[config.mk]
export PLATFORM = sky130hd
export DESIGN_NAME = sadf_top
export DESIGN_NICKNAME = d
export VERILOG_FILES = /design/src/sadf_fifo.v /design/src/sadf_top.v
export VERILOG_INCLUDE_DIRS = /design/src
export SDC_FILE = /design/constraint.sdc
export NUM_CORES = 2
export LEC_CHECK = 0
export BUFFER_PORTS_ARGS = -buffer_cell sky130_fd_sc_hd__buf_2
export CAP_MARGIN = 20
export CORE_MARGIN = 3
export CORE_UTILIZATION = 58
export DETAILED_ROUTE_END_ITERATION = 10
export GPL_TIMING_DRIVEN = 0
export PLACE_DENSITY = 0.76
export SLEW_MARGIN = 20
export SYNTH_ARGS = -nofsm -noshare
export SYNTH_HDL_FRONTEND = slang
export SYNTH_SLANG_ARGS = --single-unit
[constraint.sdc]
create_clock -name ref_clk_i -period 14 [get_ports ref_clk_i]
set_input_delay 2.8 -clock ref_clk_i [delete_from_list [all_inputs] [get_ports ref_clk_i]]
set_output_delay 2.8 -clock ref_clk_i [all_outputs]
set_load 0.01 [all_outputs]
[src/sadf_regs.vh]
`ifndef SADF_REGS_VH
`define SADF_REGS_VH
`define SADF_CTRL_OFS 5'h00
`define SADF_STAT_OFS 5'h04
`define SADF_DFLT_OFS 5'h08
`define SADF_LDAT_OFS 5'h0c
`define SADF_RDAT_OFS 5'h10
`define SADF_CTRL_RST 16'h0005
`define SADF_CTRL_MASK 16'hb17f
`define SADF_STAT_WMASK 16'ha4a4
`define SADF_EN_BIT 15
`define SADF_SIDL_BIT 13
`define SADF_AMPLIFIER_KEEP_ON_BIT 12
`define SADF_DATA_FORMAT_SELECT_BIT 8
`define SADF_DIV_W 7
`define SADF_OEN_BIT 7
`define SADF_MVOEN_BIT 5
`define SADF_ITYPE_BIT 2
`define SADF_FULL_BIT 1
`define SADF_EMPTY_BIT 0
`define SADF_CH_STRIDE 8
`define SADF_OSR_W 8
`define SADF_FIFO_DEPTH 4
`define SADF_RESP_OKAY 2'b00
`define SADF_RESP_SLVERR 2'b10
`endif

[src/sadf_fifo.v]
`timescale 1ns/1ps
module sadf_fifo #(
   parameter W = 16,
   parameter D = 4,
   parameter AW = 2
)(
   // clock and reset
   input wire ref_clk_i,
   input wire rstn_i,
   // control
   input wire flush_i,
   // write side
   input wire wr_i,
   input wire [W-1:0] wdata_i,
   // read side
   input wire rd_i,
   output wire [W-1:0] rdata_o,
   // state
   output wire full_o,
   output wire empty_o
);
   reg [W-1:0] mem_q [0:D-1];
   reg [AW-1:0] wp_q;
   reg [AW-1:0] rp_q;
   reg [AW:0] cnt_q;
   wire do_wr;
   wire do_rd;
   integer i;

   assign full_o = (cnt_q == D[AW:0]);
   assign empty_o = (cnt_q == {(AW+1){1'b0}});
   assign do_wr = wr_i & ~full_o;
   assign do_rd = rd_i & ~empty_o;
   assign rdata_o = mem_q[rp_q];

   always @(posedge ref_clk_i or negedge rstn_i)
   begin
      if (!rstn_i)
      begin
         wp_q <= {AW{1'b0}};
         rp_q <= {AW{1'b0}};
         cnt_q <= {(AW+1){1'b0}};
         for (i = 0; i < D; i = i + 1)
            mem_q[i] <= {W{1'b0}};
      end
      else if (flush_i)
      begin
         wp_q <= {AW{1'b0}};
         rp_q <= {AW{1'b0}};
         cnt_q <= {(AW+1){1'b0}};
      end
      else
      begin
         if (do_wr)
         begin
            mem_q[wp_q] <= wdata_i;
            wp_q <= (wp_q == D[AW-1:0] - 1'b1) ? {AW{1'b0}} : wp_q + 1'b1;
         end
         if (do_rd)
            rp_q <= (rp_q == D[AW-1:0] - 1'b1) ? {AW{1'b0}} : rp_q + 1'b1;
         if (do_wr & ~do_rd)
            cnt_q <= cnt_q + 1'b1;
         else if (do_rd & ~do_wr)
            cnt_q <= cnt_q - 1'b1;
      end
   end
endmodule

[src/sadf_top.v]
`timescale 1ns/1ps
`include "sadf_regs.vh"
module sadf_top #(
   parameter DEPTH = `SADF_FIFO_DEPTH,
   parameter INT_W = 24
)(
   // clock and reset
   input wire ref_clk_i,
   input wire rstn_i,
   // power state
   input wire idle_i,
   input wire sleep_i,
   // axi4-lite write address
   input wire awvalid_i,
   output wire awready_o,
   input wire [31:0] awaddr_i,
   input wire [2:0] awprot_i,
   // axi4-lite write data
   input wire wvalid_i,
   output wire wready_o,
   input wire [31:0] wdata_i,
   input wire [3:0] wstrb_i,
   // axi4-lite write response
   output wire bvalid_o,
   input wire bready_i,
   output wire [1:0] bresp_o,
   // axi4-lite read address
   input wire arvalid_i,
   output wire arready_o,
   input wire [31:0] araddr_i,
   input wire [2:0] arprot_i,
   // axi4-lite read data
   output wire rvalid_o,
   input wire rready_i,
   output wire [31:0] rdata_o,
   output wire [1:0] rresp_o,
   // converter outputs, index 0 right, 1 left
   output wire [1:0] pos_o,
   output wire [1:0] neg_o,
   output wire [1:0] mid_en_o,
   output wire [1:0] buf_req_o,
   output wire amp_en_o
);
   ////////////////////////////////////////////////////////////////////////////////
   // register state
   reg [15:0] ctrl_q;
   reg [15:0] stat_q;
   reg [15:0] dflt_q;
   reg [15:0] ldat_q;
   reg [15:0] rdat_q;
   reg aw_full_q;
   reg w_full_q;
   reg [4:0] aw_addr_q;
   reg aw_bad_q;
   reg [31:0] w_data_q;
   reg [3:0] w_strb_q;
   reg bvalid_q;
   reg [1:0] bresp_q;
   reg rvalid_q;
   reg [31:0] rdata_q;
   reg [1:0] rresp_q;
   reg awrdy_q;
   reg wrdy_q;
   reg arrdy_q;
   reg amp_q;
   reg [`SADF_DIV_W-1:0] div_cnt_q;
   reg [`SADF_OSR_W-1:0] phase_q;
   wire [1:0] full_w;
   wire [1:0] empty_w;
   wire [1:0] push_w;
   wire [15:0] wr_val;
   wire do_write;
   wire enable;
   wire halted;
   wire run;
   wire tick;
   wire take;

   assign enable = ctrl_q[`SADF_EN_BIT];
   assign halted = ~enable | sleep_i | (idle_i & ctrl_q[`SADF_SIDL_BIT]);
   assign run = ~halted;
   assign tick = run & (div_cnt_q == ctrl_q[`SADF_DIV_W-1:0]);
   assign take = tick & (phase_q == {`SADF_OSR_W{1'b1}});
   assign do_write = aw_full_q & w_full_q & ~bvalid_q;
   assign wr_val = {w_strb_q[1] ? w_data_q[15:8] : 8'h00,
                    w_strb_q[0] ? w_data_q[7:0] : 8'h00};

   ////////////////////////////////////////////////////////////////////////////////
   // axi4-lite slave
   assign awready_o = awrdy_q;
   assign wready_o = wrdy_q;
   assign bvalid_o = bvalid_q;
   assign bresp_o = bresp_q;
   assign arready_o = arrdy_q;
   assign rvalid_o = rvalid_q;
   assign rdata_o = rdata_q;
   assign rresp_o = rresp_q;

   function [15:0] merge;
      input [15:0] old;
      input [15:0] nw;
      input [3:0] strb;
      begin
         merge = {strb[1] ? nw[15:8] : old[15:8], strb[0] ? nw[7:0] : old[7:0]};
      end
   endfunction

   function is_bad;
      input [31:0] a;
      begin
         is_bad = (a[31:5] != 27'h0000000) | (a[1:0] != 2'b00) |
                  (a[4:0] > `SADF_RDAT_OFS);
      end
   endfunction

   assign push_w[1] = do_write & ~aw_bad_q & (aw_addr_q == `SADF_LDAT_OFS) &
                      (w_strb_q[1:0] != 2'b00);
   assign push_w[0] = do_write & ~aw_bad_q & (aw_addr_q == `SADF_RDAT_OFS) &
                      (w_strb_q[1:0] != 2'b00);

   always @(posedge ref_clk_i or negedge rstn_i)
   begin
      if (!rstn_i)
      begin
         aw_full_q <= 1'b0;
         w_full_q <= 1'b0;
         awrdy_q <= 1'b1;
         wrdy_q <= 1'b1;
         aw_addr_q <= 5'h00;
         aw_bad_q <= 1'b0;
         w_data_q <= 32'h00000000;
         w_strb_q <= 4'h0;
         bvalid_q <= 1'b0;
         bresp_q <= `SADF_RESP_OKAY;
         ctrl_q <= `SADF_CTRL_RST;
         stat_q <= 16'h0000;
         dflt_q <= 16'h0000;
         ldat_q <= 16'h0000;
         rdat_q <= 16'h0000;
      end
      else
      begin
         if (awvalid_i & ~aw_full_q)
         begin
            aw_full_q <= 1'b1;
            awrdy_q <= 1'b0;
            aw_addr_q <= awaddr_i[4:0];
            aw_bad_q <= is_bad(awaddr_i);
         end
         if (wvalid_i & ~w_full_q)
         begin
            w_full_q <= 1'b1;
            wrdy_q <= 1'b0;
            w_data_q <= wdata_i;
            w_strb_q <= wstrb_i;
         end
         if (bvalid_q & bready_i)
            bvalid_q <= 1'b0;
         if (do_write)
         begin
            aw_full_q <= 1'b0;
            w_full_q <= 1'b0;
            awrdy_q <= 1'b1;
            wrdy_q <= 1'b1;
            bvalid_q <= 1'b1;
            bresp_q <= aw_bad_q ? `SADF_RESP_SLVERR : `SADF_RESP_OKAY;
            if (!aw_bad_q)
            begin
               case (aw_addr_q)
                  `SADF_CTRL_OFS: ctrl_q <= merge(ctrl_q, wr_val, w_strb_q) &
                                            `SADF_CTRL_MASK;
                  `SADF_STAT_OFS: stat_q <= merge(stat_q, wr_val, w_strb_q) &
                                            `SADF_STAT_WMASK;
                  `SADF_DFLT_OFS: dflt_q <= merge(dflt_q, wr_val, w_strb_q);
                  `SADF_LDAT_OFS: ldat_q <= merge(ldat_q, wr_val, w_strb_q);
                  `SADF_RDAT_OFS: rdat_q <= merge(rdat_q, wr_val, w_strb_q);
                  default: ctrl_q <= ctrl_q;
               endcase
            end
         end
      end
   end

   // status view: writable enables and live buffer state
   function [15:0] stat_view;
      input [15:0] s;
      input [1:0] f;
      input [1:0] e;
      begin
         stat_view = s;
         stat_view[`SADF_CH_STRIDE + `SADF_FULL_BIT] = f[1];
         stat_view[`SADF_CH_STRIDE + `SADF_EMPTY_BIT] = e[1];
         stat_view[`SADF_FULL_BIT] = f[0];
         stat_view[`SADF_EMPTY_BIT] = e[0];
      end
   endfunction

   always @(posedge ref_clk_i or negedge rstn_i)
   begin
      if (!rstn_i)
      begin
         rvalid_q <= 1'b0;
         arrdy_q <= 1'b1;
         rdata_q <= 32'h00000000;
         rresp_q <= `SADF_RESP_OKAY;
      end
      else if (rvalid_q)
      begin
         if (rready_i)
         begin
            rvalid_q <= 1'b0;
            arrdy_q <= 1'b1;
         end
      end
      else if (arvalid_i)
      begin
         rvalid_q <= 1'b1;
         arrdy_q <= 1'b0;
         rresp_q <= is_bad(araddr_i) ? `SADF_RESP_SLVERR : `SADF_RESP_OKAY;
         case (is_bad(araddr_i) ? 5'h1f : araddr_i[4:0])
            `SADF_CTRL_OFS: rdata_q <= {16'h0000, ctrl_q};
            `SADF_STAT_OFS: rdata_q <= {16'h0000, stat_view(stat_q, full_w, empty_w)};
            `SADF_DFLT_OFS: rdata_q <= {16'h0000, dflt_q};
            `SADF_LDAT_OFS: rdata_q <= {16'h0000, ldat_q};
            `SADF_RDAT_OFS: rdata_q <= {16'h0000, rdat_q};
            default: rdata_q <= 32'h00000000;
         endcase
      end
   end

   ////////////////////////////////////////////////////////////////////////////////
   // converter clock divider and sample pacing
   always @(posedge ref_clk_i or negedge rstn_i)
   begin
      if (!rstn_i)
      begin
         div_cnt_q <= {`SADF_DIV_W{1'b0}};
         phase_q <= {`SADF_OSR_W{1'b0}};
         amp_q <= 1'b0;
      end
      else
      begin
         amp_q <= enable & (run | ctrl_q[`SADF_AMPLIFIER_KEEP_ON_BIT]);
         if (!enable)
         begin
            div_cnt_q <= {`SADF_DIV_W{1'b0}};
            phase_q <= {`SADF_OSR_W{1'b0}};
         end
         else if (run)
         begin
            div_cnt_q <= tick ? {`SADF_DIV_W{1'b0}} : div_cnt_q + 1'b1;
            if (tick)
               phase_q <= phase_q + 1'b1;
         end
      end
   end
   assign amp_en_o = amp_q;

   ////////////////////////////////////////////////////////////////////////////////
   // per-channel buffer, interpolator and modulator
   genvar c;
   generate
      for (c = 0; c < 2; c = c + 1)
      begin : g_ch
         wire [15:0] head;
         wire [15:0] raw;
         wire [16:0] diff;
         wire [25:0] prod;
         wire [16:0] interp;
         wire [INT_W-1:0] x;
         wire [INT_W-1:0] fb;
         wire [INT_W-1:0] i1_d;
         wire [INT_W-1:0] i2_d;
         reg [15:0] prev_q;
         reg [15:0] cur_q;
         reg [INT_W-1:0] i1_q;
         reg [INT_W-1:0] i2_q;
         reg bit_q;
         reg pos_q;
         reg neg_q;
         reg mid_q;
         reg req_q;

         sadf_fifo #(
            .W(16),
            .D(DEPTH),
            .AW(2)
         ) u_fifo (
            .ref_clk_i(ref_clk_i),
            .rstn_i(rstn_i),
            .flush_i(~enable),
            .wr_i(push_w[c]),
            .wdata_i(wr_val),
            .rd_i(take),
            .rdata_o(head),
            .full_o(full_w[c]),
            .empty_o(empty_w[c])
         );

         assign raw = empty_w[c] ? dflt_q : head;
         // offset-binary to two's complement; signed passes through
         assign diff = {cur_q[15], cur_q} - {prev_q[15], prev_q};
         assign prod = $signed(diff) * $signed({1'b0, phase_q});
         assign interp = {prev_q[15], prev_q} + prod[24:8];
         assign x = {{(INT_W-17){interp[16]}}, interp};
         assign fb = bit_q ? {{(INT_W-16){1'b0}}, 16'h7fff} : {{(INT_W-16){1'b1}}, 16'h8000};
         assign i1_d = i1_q + x - fb;
         // unity feedback on both stages keeps the loop shaping (1-z^-1)^2
         assign i2_d = i2_q + i1_d - fb;

         always @(posedge ref_clk_i or negedge rstn_i)
         begin
            if (!rstn_i)
            begin
               prev_q <= 16'h0000;
               cur_q <= 16'h0000;
               i1_q <= {INT_W{1'b0}};
               i2_q <= {INT_W{1'b0}};
               bit_q <= 1'b0;
               pos_q <= 1'b0;
               neg_q <= 1'b0;
               mid_q <= 1'b0;
               req_q <= 1'b0;
            end
            else
            begin
               if (take)
               begin
                  prev_q <= cur_q;
                  cur_q <= ctrl_q[`SADF_DATA_FORMAT_SELECT_BIT] ? raw : {~raw[15], raw[14:0]};
               end
               if (!enable)
               begin
                  i1_q <= {INT_W{1'b0}};
                  i2_q <= {INT_W{1'b0}};
               end
               else if (tick)
               begin
                  i1_q <= i1_d;
                  i2_q <= i2_d;
                  bit_q <= ~i2_d[INT_W-1];
               end
               pos_q <= enable & stat_q[c*`SADF_CH_STRIDE + `SADF_OEN_BIT] & bit_q;
               neg_q <= enable & stat_q[c*`SADF_CH_STRIDE + `SADF_OEN_BIT] & ~bit_q;
               mid_q <= enable & stat_q[c*`SADF_CH_STRIDE + `SADF_MVOEN_BIT];
               req_q <= enable & (stat_q[c*`SADF_CH_STRIDE + `SADF_ITYPE_BIT] ?
                                  empty_w[c] : ~full_w[c]);
            end
         end

         assign pos_o[c] = pos_q;
         assign neg_o[c] = neg_q;
         assign mid_en_o[c] = mid_q;
         assign buf_req_o[c] = req_q;
      end
   endgenerate
endmodule

==> flow_metrics.env <==
export IMPL_cp_arrival_ns=13.76
export IMPL_slowest_delay_ns=0.72
export IMPL_die_height_um=257.9
export IMPL_critPathCaptureType="register"
export IMPL_netlist_area_leader_share=0.2972
export IMPL_row_count=91
export IMPL_synth_top_area_cell="dfrtp_1"
export IMPL_leakage_nw=20.33
export IMPL_synthCells=3876
export IMPL_grt_max_degree=100
export IMPL_required_ns=14.43
export IMPL_nFillCells=5000
export IMPL_p_switching_mw=1.555
export IMPL_post_drt_wl_per_cell_um=19.45
export IMPL_relSlewSlack=0.3374
export IMPL_rr_startpoint="g_ch[0].cur_q[0]"
export IMPL_multiInputGateArea_mm2=0.02335
export IMPL_yosys_warnings=0
export IMPL_rr_worst_depth=53
export IMPL_async_reset_ff_frac=1.000
export IMPL_wl_um=96280
export IMPL_crit_top_cell="fa_1"
export IMPL_synth_area_mm2=0.03680
export IMPL_worst_path_stages=53
export IMPL_gp_congestion=0.9131
export IMPL_antennaDiodeCount=0
export IMPL_drc=0
export IMPL_fin_crit_ns=13.33
export IMPL_critPathSlowestCell="xnor2_1"
export IMPL_crit_family="adder cells"
export IMPL_fin_nets=4776
export IMPL_fin_area_mm2=0.04052
export IMPL_power_frac_clock=0.299
export IMPL_synth_area_top_cells="dfrtp_1, fa_1, ha_1"
export IMPL_rrSetupSlack_ns=0.67
export IMPL_htreeDepth=2
export IMPL_p_int_mw=2.716
export IMPL_dr_max_layer_used="met5"
export IMPL_finalHoldViolCount=0
export IMPL_max_cap_violations=0
export IMPL_synth_cell_type_count=84
export IMPL_core_region_area_mm2=0.06228
export IMPL_grt_pass1_vias=28940
export IMPL_cts_sinks=442
export IMPL_place_area_mm2=0.03873
export IMPL_startpoint="g_ch[0].cur_q[0]"
export IMPL_vdd_drop_max_mv=0.1400
export IMPL_vias=28530
export IMPL_power_frac_seq=0.330
export IMPL_setup_viol=0
export IMPL_ys_flop_type="dfrtp_1"
export IMPL_ant_nets=0
export IMPL_syn_avg_cell_area_um2=9.494
export IMPL_fmax_ghz=0.07502
export IMPL_met3_length_um=7023
export IMPL_layout_setup_ws_ns=0.6701
export IMPL_dr_wl_met2_um=45800
export IMPL_die_x_um=257.9
export IMPL_syn_to_final_growth_pct=10.10
export IMPL_drive_above_1_share=0.1051
export IMPL_sw_frac_of_total=0.3640
export IMPL_ios=165
export IMPL_clkLatencyLatePin_ns=0.59
export IMPL_cts_tree="done"
export IMPL_synth_seq_cells=442
export IMPL_start_kind="register"
export IMPL_power_total_mw=4.271
export IMPL_io_buffers=122
export IMPL_start_util=0.5909
export IMPL_wl_met1_um=40350
export IMPL_antenna_found_initial=1
export IMPL_crit_path_max_fanout=7
export IMPL_critPathKind="reg2reg"
export IMPL_power_density_mw_per_mm2=105.4
export IMPL_endpoint="g_ch[0].bit_q"
export IMPL_finClkSkew_ns=0.02448
export IMPL_first_iter_violations=2231
export IMPL_final_cell_count_no_fill=4949
export IMPL_post_place_ws_ns=-0.3589
export IMPL_hp_class="reg2reg"
export IMPL_synth_edf_count=0
export IMPL_grt_first_pass_wirelength_um=154800
export IMPL_dpl_hpwl_um=73840
export IMPL_seqCellArea_mm2=0.01107
export IMPL_yosysSeqAreaShare=0.3007
export IMPL_track_usage=0.2908
export IMPL_grt_overflow=0
export IMPL_routed_via_density=5.765
export IMPL_numCtsBuffers=45
export IMPL_crit_buf_inv=6
export IMPL_status="complete, no violations"
export IMPL_dieArea_mm2=0.06650
export IMPL_min_period_over_period=0.9521
export IMPL_ctsHoldBuffers=0
export IMPL_first_pass_iters=6
export IMPL_path_clk_slew_ns=0.06
export IMPL_slew_viol_final=0
export IMPL_worst_slew_pin_slew_ns=0.9864
export IMPL_cts_buffer_depth=3
export IMPL_cts_root_buf="clkbuf_16"
export IMPL_r2r_end="g_ch[0].bit_q"
export IMPL_dp_cells=4859
export IMPL_pwr_share_comb=0.371
-- registers in the layout, indices dropped and copies added (netlist names), 5 cells and up --
signal	count
g_ch.u_fifo.mem_q	128
g_ch.i1_q	48
g_ch.i2_q	48
g_ch.cur_q	32
g_ch.prev_q	32
dflt_q	16
ldat_q	16
rdat_q	16
rdata_o	16
w_data_q	16
ctrl_q	11
phase_q	8
div_cnt_q	7
g_ch.u_fifo.cnt_q	6
stat_q	6
aw_addr_q	5
-- cells in the mapped netlist, types with 7 or more instances --
cell type	n
a221oi_1	8
o22ai_1	7
a211oi_1	14
o21a_1	22
dfrtp_1	437
xor2_1	71
nor2_1	136
nand4_1	11
and3_1	17
o21bai_1	19
mux2_2	111
fa_1	308
nor4_1	17
inv_1	502
o211ai_1	10
xnor2_1	131
a21o_1	51
buf_1	15
nand3b_1	8
nor2b_1	48
a21oi_1	117
a21boi_0	9
nand3_1	126
and2_1	112
nand2b_1	20
a222oi_1	9
or3_1	17
clkbuf_1	119
a41oi_1	7
o21ai_0	272
mux2i_1	42
ha_1	274
mux4_2	32
a31oi_1	11
nand2_1	530
buf_4	26
o31ai_1	19
nor3_1	51
o21ai_1	44
-- per-stage QoR --
| stage | hold WS [ns] | utilization | TNS [ns] |
|---|---|---|---|
| after floorplan | 0.4446 | - | 0 |
| after global placement | 0.4493 | 0.6185 | -1.033 |
| after detailed placement | 0.4604 | 0.6218 | -0.6978 |
| after CTS | 0.4689 | 0.6470 | 0 |
| after global routing | 0.4868 | 0.6505 | -0.01931 |
| final | 0.4708 | 0.6505 | 0 |
-- logic make-up after synthesis --
family          count (synthesis)  synth area share
compound gates                675            0.1124
xor+xnor                      204           0.04913
fa+ha+maj                     582            0.2607
buf+inv                       664           0.07042
flops                         442            0.3007
mux                           185           0.06498
other cells                     1         0.0001019
simple gates                 1123            0.1415
-- per-layer routing --
layer  GRT usage  vias up
met4     0.09396        2
li1            -    13200
met5           0        -
met2      0.4707      926
met3     0.05433      182
met1      0.3991    14220
-- worst min-delay path by stage --
stage,startpoint,to,slack (ns),cells after the start
after detailed placement,awready_o,awready_o,0.46,2
after global placement,awready_o,awready_o,0.45,2
after CTS,awready_o,awready_o,0.47,2
after floorplan,g_ch[0].u_fifo.mem_q[16],g_ch[0].u_fifo.mem_q[16],0.44,2
final,awready_o,awready_o,0.47,2
after global routing,awready_o,awready_o,0.49,2
-- layout by cell type (no fill, tap or decap), types with 14 or more instances in the layout --
| cell | instances |
|---|---|
| and2_1 | 112 |
| nor4_1 | 17 |
| fa_1 | 308 |
| clkbuf_1 | 127 |
| nand2_1 | 530 |
| clkbuf_16 | 45 |
| nor2_1 | 135 |
| o31ai_1 | 19 |
| nand2b_1 | 20 |
| mux2i_1 | 42 |
| o21ai_1 | 44 |
| a211oi_1 | 14 |
| a21oi_1 | 116 |
| nand3_1 | 126 |
| buf_1 | 15 |
| and3_1 | 17 |
| or3_1 | 17 |
| mux2_2 | 111 |
| buf_4 | 34 |
| inv_1 | 500 |
| a21o_1 | 51 |
| ha_1 | 274 |
| buf_2 | 122 |
| nor3_1 | 50 |
| xnor2_1 | 123 |
| xor2_1 | 67 |
| o21a_1 | 22 |
| dfrtp_1 | 437 |
| o21bai_1 | 19 |
| mux4_2 | 32 |
| conb_1 | 18 |
| o21ai_0 | 272 |
| nor2b_1 | 48 |
-- area by class of cell --
type / instances / area share
repair buffers: 139 / 0.02236
plain buffers: 161 / 0.01736
multi-input cells: 2787 / 0.5763
clock inverters: 18 / 0.006639
inverters: 503 / 0.04672
flip-flops and latches: 442 / 0.2731
clock buffers: 62 / 0.03159
well taps: 837 / 0.02585
-- worst min-delay path, cell delays in order (launching register included) --
cell	delay (ns)
dfstp_2	0.37
inv_1	0.04
a21oi_1	0.05
-- what timing repair did --
action | in CTS | in global routing
setup buffers | 2 | 8
cloned | 0 | 0
pin swaps | 1 | 6
gates resized for setup | 1 | 20
setup endpoints to repair | 2 | 11
-- power groups by stage --
stage | registers [mW] | logic, mW | clock network (mW)
6_report | 1.41 | 1.59 | 1.28
3_3_place_gp | 1.42 | 1.50 | 0
5_1_grt | 1.41 | 1.75 | 1.34
2_1_floorplan | 1.39 | 1.17 | 0
3_5_place_dp | 1.42 | 1.54 | 0
4_1_cts | 1.40 | 1.56 | 1.29
Power figures use the tool's default switching activity.
